**src/design/fm_pkg.sv**
```systemverilog
package fm_pkg;
	// ------------------------------------------------------------
	// timing
	// ------------------------------------------------------------
	localparam int CLK_PERIOD_NS = 20;
	localparam int OC_DEG_STEP_NS = 200;
	localparam int OC_DEG_STEP_CYC =
		(OC_DEG_STEP_NS + CLK_PERIOD_NS - 1) / CLK_PERIOD_NS;
	localparam int LCK_DEG_STEP_NS = 1000;
	localparam int LCK_DEG_STEP_CYC =
		(LCK_DEG_STEP_NS + CLK_PERIOD_NS - 1) / CLK_PERIOD_NS;
	localparam int OC_RETRY_STEP_US = 500;
	localparam int OC_RETRY_STEP_CYC = OC_RETRY_STEP_US * 1000 / CLK_PERIOD_NS;
	localparam int STALL_RETRY_TIME_STEP_MS = 100;
	localparam int STALL_RETRY_TIME_STEP_CYC =
		STALL_RETRY_TIME_STEP_MS * 1000000 / CLK_PERIOD_NS;
	// ------------------------------------------------------------
	// register map
	// ------------------------------------------------------------
	localparam int ADDR_W = 5;
	localparam logic [4:0] ADDR_CTRL = 5'h00;
	localparam logic [4:0] ADDR_CFG = 5'h04;
	localparam logic [4:0] ADDR_LVL = 5'h08;
	localparam logic [4:0] ADDR_STAT = 5'h0c;
	localparam logic [11:0] CTRL_RESET = 12'h000;
	localparam logic [31:0] CFG_RESET = 32'h00000000;
	localparam logic [11:0] LVL_RESET = 12'hfff;
	localparam logic [31:0] CFG_MASK = 32'h00ffffff;
	// ctrl fields
	localparam int C_OVERVOLT_PROTECT_EN = 0;
	localparam int C_OVERVOLT_LEVEL_SEL = 1;
	localparam int C_OC_MODE = 2;
	localparam int C_CBC_MODE = 4;
	localparam int C_LCK_MODE = 8;
	localparam int C_CLEAR = 12;
	// cfg fields
	localparam int F_OC_LVL = 0;
	localparam int F_OC_DEG = 4;
	localparam int F_OC_RETRY = 6;
	localparam int F_CBC_LVL = 8;
	localparam int F_OL_LVL = 12;
	localparam int F_CBC_HOLD = 16;
	localparam int F_LCK_DEG = 19;
	localparam int F_STALL_RETRY_TIME = 21;
	// modes
	localparam logic [1:0] OC_LATCH = 2'h0;
	localparam logic [1:0] OC_RETRY = 2'h1;
	localparam logic [1:0] OC_REPORT = 2'h2;
	localparam logic [1:0] OC_OFF = 2'h3;
	localparam logic [1:0] CBC_NEXT = 2'h0;
	localparam logic [1:0] CBC_THR = 2'h1;
	localparam logic [1:0] CBC_CNT = 2'h2;
	localparam logic [3:0] CBC_REPORT = 4'h6;
	localparam logic [1:0] LCK_LATCH = 2'h0;
	localparam logic [1:0] LCK_AUTO = 2'h1;
	localparam logic [3:0] LCK_REPORT = 4'h8;
	localparam logic [1:0] AXI_OKAY = 2'h0;
	localparam logic [1:0] AXI_SLVERR = 2'h2;

	typedef enum logic [2:0] {
		BR_RUN = 3'h0,
		BR_RECIRC = 3'h1,
		BR_HS_BRAKE = 3'h3,
		BR_LS_BRAKE = 3'h2,
		BR_OFF = 3'h6
	} fm_bridge_e;

	// (sel + 1) steps of the given unit
	function automatic logic [31:0] fm_steps(input logic [2:0] sel,
		input logic [31:0] unit);
		return unit * ({29'h0, sel} + 32'h1);
	endfunction
endpackage

```
**src/design/fm_sync.sv**
```systemverilog
`timescale 1ns/100ps
module fm_sync
	import fm_pkg::*;
#(
	parameter int W = 1
) (
	// clock and reset
	input wire logic clk_sys,
	input wire logic rst_n,
	// levels
	input wire logic [W-1:0] d,
	output logic [W-1:0] q
);
	typedef struct packed {
		logic [W-1:0] s1;
		logic [W-1:0] s2;
		logic [W-1:0] s3;
		logic [W-1:0] q;
	} fm_sync_s;

	fm_sync_s s_reg;
	fm_sync_s s_next;

	// a bit moves only when the last two stages agree
	always_comb begin
		s_next = s_reg;
		s_next.s1 = d;
		s_next.s2 = s_reg.s1;
		s_next.s3 = s_reg.s2;
		s_next.q = (s_reg.s2 & ~(s_reg.s2 ^ s_reg.s3)) |
			(s_reg.q & (s_reg.s2 ^ s_reg.s3));
	end

	always_ff @(posedge clk_sys or negedge rst_n) begin
		if (!rst_n) begin
			s_reg <= '0;
		end else begin
			s_reg <= s_next;
		end
	end

	assign q = s_reg.q;
endmodule

```
**src/design/fm_deglitch.sv**
```systemverilog
`timescale 1ns/100ps
module fm_deglitch
	import fm_pkg::*;
(
	// clock and reset
	input wire logic clk_sys,
	input wire logic rst_n,
	// level and required length in cycles
	input wire logic level,
	input wire logic [7:0] limit,
	output logic det
);
	typedef struct packed {
		logic [7:0] cnt;
		logic det;
	} fm_deg_s;

	fm_deg_s s_reg;
	fm_deg_s s_next;

	// any drop restarts the count, so only an unbroken run fires
	always_comb begin
		s_next = s_reg;
		if (!level) begin
			s_next.cnt = 8'h00;
			s_next.det = 1'b0;
		end else if (s_reg.cnt >= limit) begin
			s_next.det = 1'b1;
		end else begin
			s_next.cnt = s_reg.cnt + 8'h01;
		end
	end

	always_ff @(posedge clk_sys or negedge rst_n) begin
		if (!rst_n) begin
			s_reg <= '0;
		end else begin
			s_reg <= s_next;
		end
	end

	assign det = s_reg.det;
endmodule

```
**src/design/fm_fault_mgr.sv**
```systemverilog
// Implementation choices: the placing of the registers and the AXI4-Lite slave port.
`timescale 1ns/100ps
module fm_fault_mgr
	import fm_pkg::*;
#(
	parameter logic [31:0] OC_RETRY_CYC = OC_RETRY_STEP_CYC,
	parameter logic [31:0] STALL_RETRY_TIME_CYC = STALL_RETRY_TIME_STEP_CYC
) (
	// clock and reset
	input wire logic clk_sys,
	input wire logic rst_n,
	// analog event pins
	input wire logic motor_supply_undervolt,
	input wire logic analog_rail_undervolt,
	input wire logic buck_undervolt,
	input wire logic buck_overcurrent,
	input wire logic pump_undervolt_event,
	input wire logic overvolt_low_trip,
	input wire logic overvolt_high_trip,
	input wire logic [5:0] fet_overcurrent_cmp,
	input wire logic cycle_limit_cmp,
	// motor control side
	input wire logic pwm_cycle_start,
	input wire logic open_loop,
	input wire logic [11:0] sense_amp_output,
	input wire logic sense_valid,
	// outputs to power stage
	output fm_bridge_e bridge_state,
	output logic fault_pin_n,
	output logic dev_reset_req,
	output logic pump_disable,
	output logic buck_disable,
	output logic overvolt_level_sel,
	output logic [3:0] overcurrent_level,
	output logic [3:0] cycle_limit_level,
	// axi4-lite slave
	input wire logic [31:0] s_axi_awaddr,
	input wire logic s_axi_awvalid,
	output logic s_axi_awready,
	input wire logic [31:0] s_axi_wdata,
	input wire logic [3:0] s_axi_wstrb,
	input wire logic s_axi_wvalid,
	output logic s_axi_wready,
	output logic [1:0] s_axi_bresp,
	output logic s_axi_bvalid,
	input wire logic s_axi_bready,
	input wire logic [31:0] s_axi_araddr,
	input wire logic s_axi_arvalid,
	output logic s_axi_arready,
	output logic [31:0] s_axi_rdata,
	output logic [1:0] s_axi_rresp,
	output logic s_axi_rvalid,
	input wire logic s_axi_rready
);
	typedef struct packed {
		logic [11:0] ctrl;
		logic [31:0] cfg;
		logic [11:0] lvl;
		logic clr;
		logic aw_got;
		logic w_got;
		logic [ADDR_W-1:0] waddr;
		logic [31:0] wdata;
		logic [3:0] wstrb;
		logic awready;
		logic wready;
		logic bvalid;
		logic [1:0] bresp;
		logic arready;
		logic rvalid;
		logic [31:0] rdata;
		logic [1:0] rresp;
		logic sense_hi;
		logic drv_flag;
		logic pump_flag;
		logic ovp_flag;
		logic oc_flag;
		logic [5:0] oc_fet;
		logic oc_latch;
		logic oc_hold;
		logic [31:0] oc_timer;
		logic cbc_act;
		logic cbc_pin;
		logic cbc_rep;
		logic [2:0] cbc_cnt;
		logic lock_act;
		logic lock_retry;
		logic lock_flag;
		logic [31:0] lock_timer;
		fm_bridge_e bridge;
		logic fault_n;
		logic rst_req;
		logic pump_off;
		logic buck_off;
	} fm_state_s;

	localparam fm_state_s ST_RESET = '{
		ctrl: CTRL_RESET,
		cfg: CFG_RESET,
		lvl: LVL_RESET,
		bridge: BR_OFF,
		fault_n: 1'b1,
		default: '0
	};

	fm_state_s s_reg;
	fm_state_s s_next;

	// ------------------------------------------------------------
	// input conditioning
	// ------------------------------------------------------------
	logic [13:0] sync_q;
	logic motor_supply_undervolt_s;
	logic avdd_s;
	logic buck_uv_s;
	logic buck_oc_s;
	logic pump_uv;
	logic ov_low;
	logic ov_high;
	logic [5:0] fet_oc_s;
	logic cbc_cmp;
	logic [5:0] oc_det;
	logic buck_oc_det;
	logic lock_det;
	logic [7:0] oc_deg_cnt;
	logic [7:0] lck_deg_cnt;

	fm_sync #(.W(14)) u_sync (
		.clk_sys(clk_sys),
		.rst_n(rst_n),
		.d({motor_supply_undervolt, analog_rail_undervolt, buck_undervolt,
			buck_overcurrent, pump_undervolt_event, overvolt_low_trip,
			overvolt_high_trip, fet_overcurrent_cmp, cycle_limit_cmp}),
		.q(sync_q)
	);

	assign {motor_supply_undervolt_s, avdd_s, buck_uv_s, buck_oc_s, pump_uv, ov_low, ov_high,
		fet_oc_s, cbc_cmp} = sync_q;

	assign oc_deg_cnt = 8'(fm_steps({1'b0, s_reg.cfg[F_OC_DEG +: 2]},
		OC_DEG_STEP_CYC));
	assign lck_deg_cnt = 8'(fm_steps({1'b0, s_reg.cfg[F_LCK_DEG +: 2]},
		LCK_DEG_STEP_CYC));

	// per-FET and buck comparators share the overcurrent deglitch
	for (genvar i = 0; i < 6; i++) begin : g_oc
		fm_deglitch u_deg (
			.clk_sys(clk_sys),
			.rst_n(rst_n),
			.level(fet_oc_s[i]),
			.limit(oc_deg_cnt),
			.det(oc_det[i])
		);
	end

	fm_deglitch u_buck_deg (
		.clk_sys(clk_sys),
		.rst_n(rst_n),
		.level(buck_oc_s),
		.limit(oc_deg_cnt),
		.det(buck_oc_det)
	);

	fm_deglitch u_lock_deg (
		.clk_sys(clk_sys),
		.rst_n(rst_n),
		.level(s_reg.sense_hi),
		.limit(lck_deg_cnt),
		.det(lock_det)
	);

	// byte-lane merge for register writes
	function automatic logic [31:0] merge(input logic [31:0] old,
		input logic [31:0] wd, input logic [3:0] st);
		logic [31:0] r;
		r = old;
		for (int b = 0; b < 4; b++) begin
			if (st[b]) begin
				r[b*8 +: 8] = wd[b*8 +: 8];
			end
		end
		return r;
	endfunction

	// ------------------------------------------------------------
	// next state
	// ------------------------------------------------------------
	logic sys_down;
	logic ov_now;
	logic oc_live;
	logic [1:0] oc_mode;
	logic [3:0] cbc_mode;
	logic [3:0] lck_mode;
	logic cbc_auto;
	logic [31:0] wm;

	always_comb begin
		s_next = s_reg;
		s_next.clr = 1'b0;
		oc_mode = s_reg.ctrl[C_OC_MODE +: 2];
		cbc_mode = s_reg.ctrl[C_CBC_MODE +: 4];
		lck_mode = s_reg.ctrl[C_LCK_MODE +: 4];
		wm = 32'h0;
		// ---------------- register bus ----------------
		if (s_axi_awvalid && s_reg.awready) begin
			s_next.aw_got = 1'b1;
			s_next.waddr = s_axi_awaddr[ADDR_W-1:0];
		end
		if (s_axi_wvalid && s_reg.wready) begin
			s_next.w_got = 1'b1;
			s_next.wdata = s_axi_wdata;
			s_next.wstrb = s_axi_wstrb;
		end
		if (s_reg.bvalid && s_axi_bready) begin
			s_next.bvalid = 1'b0;
		end
		if (s_reg.aw_got && s_reg.w_got && !s_reg.bvalid) begin
			s_next.aw_got = 1'b0;
			s_next.w_got = 1'b0;
			s_next.bvalid = 1'b1;
			s_next.bresp = AXI_OKAY;
			unique case (s_reg.waddr)
				ADDR_CTRL: begin
					wm = merge({20'h0, s_reg.ctrl}, s_reg.wdata, s_reg.wstrb);
					s_next.ctrl = wm[11:0];
					s_next.clr = wm[C_CLEAR];
				end
				ADDR_CFG: begin
					s_next.cfg = merge(s_reg.cfg, s_reg.wdata, s_reg.wstrb) &
						CFG_MASK;
				end
				ADDR_LVL: begin
					wm = merge({20'h0, s_reg.lvl}, s_reg.wdata, s_reg.wstrb);
					s_next.lvl = wm[11:0];
				end
				ADDR_STAT: begin
				end
				default: begin
					s_next.bresp = AXI_SLVERR;
				end
			endcase
		end
		s_next.awready = !s_next.aw_got && !s_next.bvalid;
		s_next.wready = !s_next.w_got && !s_next.bvalid;
		if (s_reg.rvalid && s_axi_rready) begin
			s_next.rvalid = 1'b0;
		end
		if (s_axi_arvalid && s_reg.arready) begin
			s_next.rvalid = 1'b1;
			s_next.rresp = AXI_OKAY;
			unique case (s_axi_araddr[ADDR_W-1:0])
				ADDR_CTRL: s_next.rdata = {20'h0, s_reg.ctrl};
				ADDR_CFG: s_next.rdata = s_reg.cfg;
				ADDR_LVL: s_next.rdata = {20'h0, s_reg.lvl};
				ADDR_STAT: s_next.rdata = {19'h0, s_reg.lock_flag,
					s_reg.cbc_act | s_reg.cbc_rep, s_reg.oc_fet, s_reg.oc_flag,
					s_reg.ovp_flag, s_reg.pump_flag,
					s_reg.lock_flag | s_reg.cbc_pin | s_reg.cbc_rep,
					s_reg.drv_flag};
				default: begin
					s_next.rdata = 32'h0;
					s_next.rresp = AXI_SLVERR;
				end
			endcase
		end
		s_next.arready = !s_next.rvalid;
		if (sense_valid) begin
			s_next.sense_hi = sense_amp_output > s_reg.lvl;
		end
		// ---------------- driver faults ----------------
		ov_now = s_reg.ctrl[C_OVERVOLT_PROTECT_EN] &&
			(s_reg.ctrl[C_OVERVOLT_LEVEL_SEL] ? ov_high : ov_low);
		oc_live = oc_mode != OC_OFF && (|oc_det);
		// clears first so that a same-cycle event wins
		if (s_reg.clr) begin
			s_next.pump_flag = 1'b0;
			s_next.ovp_flag = 1'b0;
			if (!(|oc_det)) begin
				s_next.oc_flag = 1'b0;
				s_next.oc_fet = 6'h00;
				s_next.oc_latch = 1'b0;
			end
			if (!pump_uv && !ov_now && !oc_live) begin
				s_next.drv_flag = 1'b0;
			end
		end
		if (pump_uv) begin
			s_next.pump_flag = 1'b1;
		end
		if (ov_now) begin
			s_next.ovp_flag = 1'b1;
		end
		if (oc_live) begin
			s_next.oc_flag = 1'b1;
			s_next.oc_fet = s_reg.oc_fet | oc_det;
		end
		if (pump_uv || ov_now || oc_live) begin
			s_next.drv_flag = 1'b1;
		end
		if (oc_live && oc_mode == OC_LATCH) begin
			s_next.oc_latch = 1'b1;
		end
		if (s_reg.oc_hold) begin
			if (s_reg.oc_timer <= 32'h1) begin
				s_next.oc_hold = 1'b0;
			end else begin
				s_next.oc_timer = s_reg.oc_timer - 32'h1;
			end
		end else if (oc_live && oc_mode == OC_RETRY) begin
			s_next.oc_hold = 1'b1;
			s_next.oc_timer = fm_steps({1'b0, s_reg.cfg[F_OC_RETRY +: 2]},
				OC_RETRY_CYC);
		end
		// ---------------- cycle-by-cycle limit ----------------
		cbc_auto = !cbc_mode[3] && cbc_mode[2:1] != 2'b11;
		if (s_reg.cbc_act) begin
			if (!cbc_auto) begin
				s_next.cbc_act = 1'b0;
			end else begin
				unique case (cbc_mode[2:1])
					CBC_NEXT: begin
						if (pwm_cycle_start) begin
							s_next.cbc_act = 1'b0;
						end
					end
					CBC_THR: begin
						if (!cbc_cmp) begin
							s_next.cbc_act = 1'b0;
						end
					end
					CBC_CNT: begin
						if (pwm_cycle_start) begin
							if (s_reg.cbc_cnt == 3'h0) begin
								s_next.cbc_act = 1'b0;
							end else begin
								s_next.cbc_cnt = s_reg.cbc_cnt - 3'h1;
							end
						end
					end
					default: begin
						s_next.cbc_act = 1'b0;
					end
				endcase
			end
		end else if (cbc_auto && cbc_cmp) begin
			s_next.cbc_act = 1'b1;
			s_next.cbc_cnt = s_reg.cfg[F_CBC_HOLD +: 3];
		end
		s_next.cbc_pin = s_next.cbc_act && !cbc_mode[0];
		if (s_reg.clr && !cbc_cmp) begin
			s_next.cbc_rep = 1'b0;
		end
		if (cbc_mode == CBC_REPORT && cbc_cmp) begin
			s_next.cbc_rep = 1'b1;
		end
		// ---------------- stall current limit ----------------
		if (s_reg.lock_retry) begin
			if (s_reg.lock_timer <= 32'h1) begin
				s_next.lock_retry = 1'b0;
				s_next.lock_act = 1'b0;
				s_next.lock_flag = 1'b0;
			end else begin
				s_next.lock_timer = s_reg.lock_timer - 32'h1;
			end
		end else if (s_reg.clr && !lock_det) begin
			s_next.lock_act = 1'b0;
			s_next.lock_flag = 1'b0;
		end
		if (lock_det && !s_reg.lock_act) begin
			if (lck_mode[3:2] == LCK_LATCH) begin
				s_next.lock_act = 1'b1;
				s_next.lock_flag = 1'b1;
			end else if (lck_mode[3:2] == LCK_AUTO && !s_reg.lock_retry) begin
				s_next.lock_act = 1'b1;
				s_next.lock_retry = 1'b1;
				s_next.lock_flag = 1'b1;
				s_next.lock_timer = fm_steps(s_reg.cfg[F_STALL_RETRY_TIME +: 3],
					STALL_RETRY_TIME_CYC);
			end else if (lck_mode == LCK_REPORT) begin
				s_next.lock_flag = 1'b1;
			end
		end
		// ---------------- outputs ----------------
		s_next.bridge = BR_RUN;
		if (s_next.lock_act) begin
			unique case (lck_mode[1:0])
				2'h0: s_next.bridge = BR_OFF;
				2'h1: s_next.bridge = BR_RECIRC;
				2'h2: s_next.bridge = BR_HS_BRAKE;
				2'h3: s_next.bridge = BR_LS_BRAKE;
			endcase
		end else if (s_next.cbc_act) begin
			s_next.bridge = BR_RECIRC;
		end
		if (pump_uv || ov_now || s_next.oc_latch || s_next.oc_hold) begin
			s_next.bridge = BR_OFF;
		end
		s_next.fault_n = !(pump_uv || ov_now || s_next.oc_latch ||
			s_next.oc_hold || s_next.cbc_pin || s_next.lock_act);
		s_next.rst_req = 1'b0;
		s_next.pump_off = pump_uv || ov_now;
		s_next.buck_off = 1'b0;
		// supply loss overrides everything; logic held in its reset state
		sys_down = motor_supply_undervolt_s || avdd_s || buck_uv_s || buck_oc_det;
		if (sys_down) begin
			s_next = ST_RESET;
			s_next.rst_req = 1'b1;
			s_next.pump_off = 1'b1;
			s_next.buck_off = buck_uv_s;
		end
	end

	always_ff @(posedge clk_sys or negedge rst_n) begin
		if (!rst_n) begin
			s_reg <= ST_RESET;
		end else begin
			s_reg <= s_next;
		end
	end

	// level codes for the analog comparators, all registered
	logic [3:0] cbc_lvl_reg;
	logic [3:0] cbc_lvl_next;

	assign cbc_lvl_next = open_loop ? s_reg.cfg[F_OL_LVL +: 4] :
		s_reg.cfg[F_CBC_LVL +: 4];

	always_ff @(posedge clk_sys or negedge rst_n) begin
		if (!rst_n) begin
			cbc_lvl_reg <= 4'h0;
		end else begin
			cbc_lvl_reg <= cbc_lvl_next;
		end
	end

	assign bridge_state = s_reg.bridge;
	assign fault_pin_n = s_reg.fault_n;
	assign dev_reset_req = s_reg.rst_req;
	assign pump_disable = s_reg.pump_off;
	assign buck_disable = s_reg.buck_off;
	assign overvolt_level_sel = s_reg.ctrl[C_OVERVOLT_LEVEL_SEL];
	assign overcurrent_level = s_reg.cfg[F_OC_LVL +: 4];
	assign cycle_limit_level = cbc_lvl_reg;
	assign s_axi_awready = s_reg.awready;
	assign s_axi_wready = s_reg.wready;
	assign s_axi_bvalid = s_reg.bvalid;
	assign s_axi_bresp = s_reg.bresp;
	assign s_axi_arready = s_reg.arready;
	assign s_axi_rvalid = s_reg.rvalid;
	assign s_axi_rdata = s_reg.rdata;
	assign s_axi_rresp = s_reg.rresp;
endmodule

```
**config.mk**
```make
export PLATFORM = sky130hd
export DESIGN_NAME = fm_fault_mgr
export DESIGN_NICKNAME = d
export VERILOG_FILES = /design/src/design/fm_pkg.sv /design/src/design/fm_sync.sv /design/src/design/fm_deglitch.sv /design/src/design/fm_fault_mgr.sv
export SDC_FILE = /design/constraint.sdc
export NUM_CORES = 1
export LEC_CHECK = 0
export BUFFER_PORTS_ARGS = -buffer_cell sky130_fd_sc_hd__buf_2
export CAP_MARGIN = 40
export CORE_AREA = 2 2 206 309
export CTS_CLUSTER_DIAMETER = 50
export DETAILED_ROUTE_END_ITERATION = 16
export DIE_AREA = 0 0 208 311
export SLEW_MARGIN = 20
export SYNTH_ARGS = -nofsm -noshare
export SYNTH_HDL_FRONTEND = slang
export SYNTH_SLANG_ARGS = --single-unit
```
**constraint.sdc**
```tcl
create_clock -name clk_sys -period 3.2 [get_ports clk_sys]
set_input_delay 0.64 -clock clk_sys [delete_from_list [all_inputs] [get_ports clk_sys]]
set_output_delay 0.64 -clock clk_sys [all_outputs]
set_load 0.01 [all_outputs]
```
Yosys cells after proc, flatten, opt, wreduce, memory -nomap -nowiden
Index checks and enable logic that the tools add are counted. W data, S select, Z words.

Flip-flop bits (word level): 357. Bits in latches: 0. Memory bits (writable): 0. ROM bits: 0. Input bits: 136. Output and inout bits: 57. Logic and storage cells: 328. Memories: 0.

$add $sub $neg: 15. Multiply operators: 4. Div/mod/pow operators: 0. $lt $le $gt $ge: 11. Eq/ne operators: 39. Shift operators: 0. Mux-type cells: 97. Bitwise operators: 9. Reductions and logical operators: 88.

Operator list (count): $mux W234 (1); $mux W32 (6); $pmux W32 S4 (1); $mux W8 (12); $mux W9 (8); $mux W35 (2); $mux W33 (2); $add A8 B1 Y8 const B (8); $le A32 B1 Y1 const B (2); $sub A32 B1 Y32 const B (2); $mux W59 (1); $ge A8 B7 Y1 (7); $mux W1 (41); $mux W36 (1); $mux W3 (10); $and A14 B14 Y14 (2); $mux W12 (2); $reduce_bool A3 Y1 (8); $logic_and A1 B1 Y1 (23); $reduce_bool A2 Y1 (11); $mul A17 B4 Y21 const A (1); $reduce_and A3 Y1 (7); $eq A5 B4 Y1 const B (4); $ne A2 B2 Y1 const B (10); 38 further kinds (91).

Depth between registers and ports, before layout
Depth after elaboration: 14. Gate-level depth with buffers: 13. Mapped depth without buffers: 12.

Cells and area by module
A second synthesis with hierarchy kept.

Cells, all modules: 1907. Area total of the unflattened synthesis: 18791.8 um^2.

Modules (own cells, without submodules): fm_fault_mgr (times used 1, cells an instance 1231, area an instance 11652.4 um^2, seq. area each 5323.9 um^2); fm_deglitch (times used 8, cells an instance 74, area an instance 684.4 um^2, seq. area each 225.2 um^2); fm_sync (times used 1, cells an instance 84, area an instance 1664.1 um^2, seq. area each 1401.3 um^2).

Worst setup path before layout
OpenSTA, ideal clock, no wires.

Kind: reg-to-reg. From: register s_reg[211] (netlist bit). To: register s_reg[31] (netlist bit). Arrival: 3.345 ns. Data required time: 3.070 ns. Slack: -0.276 ns. Cell stages (with the launch flop): 13. Buffers on the path: 1. Clock period less this slack: 3.476 ns. Cell sequence: dfrtp_1 -> clkbuf_1 -> inv_1 -> nor2_1 -> ha_1 -> fa_1 -> ha_1 -> nand4_1 -> a21oi_1 -> nor3_1 -> o41ai_1 -> xnor2_1 -> o22ai_1.

RTL lines: start: declaration (line fm_fault_mgr.sv:106) `fm_state_s s_reg;`; start signal: assignment (line fm_fault_mgr.sv:417) `s_reg <= s_next;`.

==> results.md <==
* Psw at roughly 2600 uW
* Power Density at 481 mW/mm^2
* DRC at 0
* CP startpoint kind: flip-flop
* Cts bufs inserted at 41
* Final setup fails at 0
* Outcome: finished clean
* Slew Limit Fails at 0
* Vias in the first global route at ~15k
* Worst Skew at 0.0415 ns
* Max FO, Critical Path at 4
* Post-layout util at 34.2%
* Via density at a little over 5
* Area grow syn2layout at 19.0%
* Synth warn at 0
* DIE AREA at about 0.065 sq mm
* Setup ws final at slightly below 0.1 ns
* Row count at 112
* Most frequent cells in the layout: dfrtp_1, nand2_1, a21oi_1
* Dpl ws at -0.0215 ns
* Design Power at ~10000 uW
* Tmin final at approximately 3.1 ns
* Drt wl/cell at 17.1 microns
* Clock power share at 49.2%
* Setup tns final at 0 ns
* Final ANT Viol Nets at 0
* Share of layout cells above drive strength 1 at 17.6%
* Hpwl dp at roughly 36 mm
* Worst-margin pin slew at 0.846 ns
* Critical path class: reg -> reg
* Crit path required time at around 3.7 ns
* Core region area at about 0.062 sq mm
* Hold-fix buffers, CTS at 0
* Fmax at roughly 0.32 GHz
* Clock Sinks at 340
* First-pass iteration count of the detailed router at 4
* Initial antenna violation count at 1
* Gp weighted congestion at approximately 0.84
* DR vias at 14.2k
* Initial Util at approximately 29%
* Leading cell type in the layout, fill and taps excluded: dfrtp_1
* Worst Setup SP: s_reg[211]
* Post-synth ARST share at 100%
* Port Buffer Count at 127
* Worst setup EP type: flip-flop
* Clock H-tree levels at 2
* Mapped Area at approximately 0.018 sq mm
* VDD IR-drop max at slightly below 0.0004 V
* Hold WC Path Type: in -> async
* DRT iter0 DRCs at between 800 and 900
* P_leak at around 0.0095 uW
* Comb power frac at about 6.3%
* Max Cap Viol at 0
* Global-route wire length before repair at around 78 mm
* Num ports at 193
* Worst slew margin at between 40% and 50%
* # nets final at 2236
* Sequential area share after synthesis at 47.9%
* Root buffer cell: clkbuf_16
* Worst-path clk slew at ~0.060 ns
* Flop2flop setup slack at between 0.09 and 0.1 ns
* Worst-case clock buffer depth at 3
* Synth Flop Type: dfrtp_1
* Fillers at 6318
* Worst r2r src: s_reg[211]
* Skew-Pair Late Insertion Delay at 0.59 ns
* Final Cycle Share at between 90 and 100%
* Post-synth cell types at 86
* Fin. Hold Viols at 0
* Largest register FFs at between 150 and 200
* Sequential Power Share at roughly 45%
* Pint at 7630 uW
* Post-synth EDFFs at 0
* Seq cells post-synth at 340
* Total grt overflow at 0
* Die Wd at between 200 and 250 microns
* Fin cells at roughly 2.8k
* Crit path arrival time at 3.55 ns
* DIE HEIGHT at 311 microns
* Largest net degree at the start of global routing at 87
* Avg Inst Size Synth at 9.71 sq um
* Placed insts at approximately 2.7k
* Total Wirelength at between 40 and 50 mm
* Total Routing Usage GR at 14.8%
* CTS tree: yes
* Switching Share at approximately 25%
* Syn Inst Count at 1834
power groups by stage:
stage	clock [uW]	combinational, uW	sequential, uW
after CTS	5160	654	4540
after floorplan	0	351	4580
after global routing	5330	732	4560
after global placement	0	626	4610
after detailed placement	0	649	4620
final	5010	638	4540
layout make-up:
| cell class | count | area, sq um | area share [%] |
|---|---|---|---|
| diodes | 1 | 2.50 | 0.0118 |
| flip-flops and latches | 340 | 8530 | 40.2 |
| repair buffers | 220 | 1400 | 6.63 |
| inverters | 71 | 268 | 1.26 |
| clock buffers | 54 | 1130 | 5.36 |
| well taps | 798 | 998 | 4.71 |
| multi-input cells | 1309 | 8520 | 40.2 |
| clock inverters | 22 | 332 | 1.56 |
per-stage QoR:
stage               area (sq um)  hold WS, ns
floorplan                  17800        0.331
global placement           19600        0.334
global route               21200       0.0991
detailed placement         19600        0.336
finish                     21200       0.0498
CTS                        21100       0.0672
routing by layer:
layer / vias up / part of all wire [%] / track usage, % / wire [microns]
met5: - / 0 / 0 / 0
met4: 0 / 3.1 / 5.40 / 1490
met3: 96 / 4.4 / 2.51 / 2090
met2: 327 / 51 / 26.5 / 24500
met1: 6974 / 42 / 17.7 / 20000
li1: 6789 / - / - / -
final timing paths:
path                            cells after the start           endpoint
worst max-delay path                               13          s_reg[25]
worst min-delay path                                1          s_reg[17]
worst max register to register                     13          s_reg[25]
worst min register to register                      0  u_sync.s_next[22]
max in group asynchronous                           2   u_sync.s_reg[20]
min in group clk_sys                                1  u_sync.s_next[32]
repair_timing:
item	in CTS	in global routing
endpoints found under the hold margin	0	0
pin swaps	0	2
gates cloned	0	0
resized for setup	3	10
setup endpoints to repair	2	8
setup buffers	0	3
synthesized netlist by cell type, types with 3 or more instances:
cell type,instances,area (sq um)
and3_1,11,68.8
or3_1,39,244
a21oi_1,149,746
and2_1,7,43.8
nand2_1,204,766
buf_4,44,330
maj3_1,14,140
nand2b_1,20,125
xor2_1,14,123
a2111oi_0,4,35.0
or4_1,23,173
nor3b_1,3,22.5
mux2i_1,31,310
nor2_1,134,503
a31oi_1,6,37.5
o22ai_1,11,68.8
inv_1,69,259
nor3_1,50,250
mux2_2,5,56.3
a21boi_0,17,128
buf_2,5,25.0
clkbuf_1,63,236
o211ai_1,7,52.6
ha_1,116,1450
or2_2,9,56.3
nand3b_1,3,22.5
o21ai_0,127,636
xnor2_1,45,394
nor4_1,19,119
a22o_1,11,96.3
o32ai_1,8,70.1
o21a_1,20,150
a22oi_1,11,82.6
o41ai_1,5,43.8
nand3_1,62,310
buf_1,3,11.3
dfrtp_1,325,8130
o31a_1,4,35.0
o31ai_1,16,120
a21o_1,11,82.6
a211oi_1,22,165
nand4_1,13,81.3
nor2b_1,10,62.6
dfstp_2,15,394
cell families (layout without fill, tap and decap cells):
kind of cell | after synthesis | in the layout | synth area share (%)
compound gates | 457 | 457 | 16.0
buf+inv | 186 | 367 | 4.88
simple gates | 623 | 623 | 17.1
xor+xnor | 59 | 59 | 2.90
other cells | 1 | 3 | 0.0211
mux | 37 | 37 | 2.19
fa+ha+maj | 131 | 131 | 9.05
flops | 340 | 340 | 47.9
critical path, stage by stage (launching register included):
cell,delay (ns)
dfrtp_1,0.40
ha_2,0.21
xor2_2,0.15
buf_4,0.15
ha_4,0.28
fa_1,0.42
ha_1,0.32
nand4_1,0.13
a21oi_2,0.15
nor3_1,0.06
buf_4,0.16
or3_1,0.35
a21oi_2,0.14
a211oi_2,0.05
Note: power is estimated with default switching activity, not from simulation.
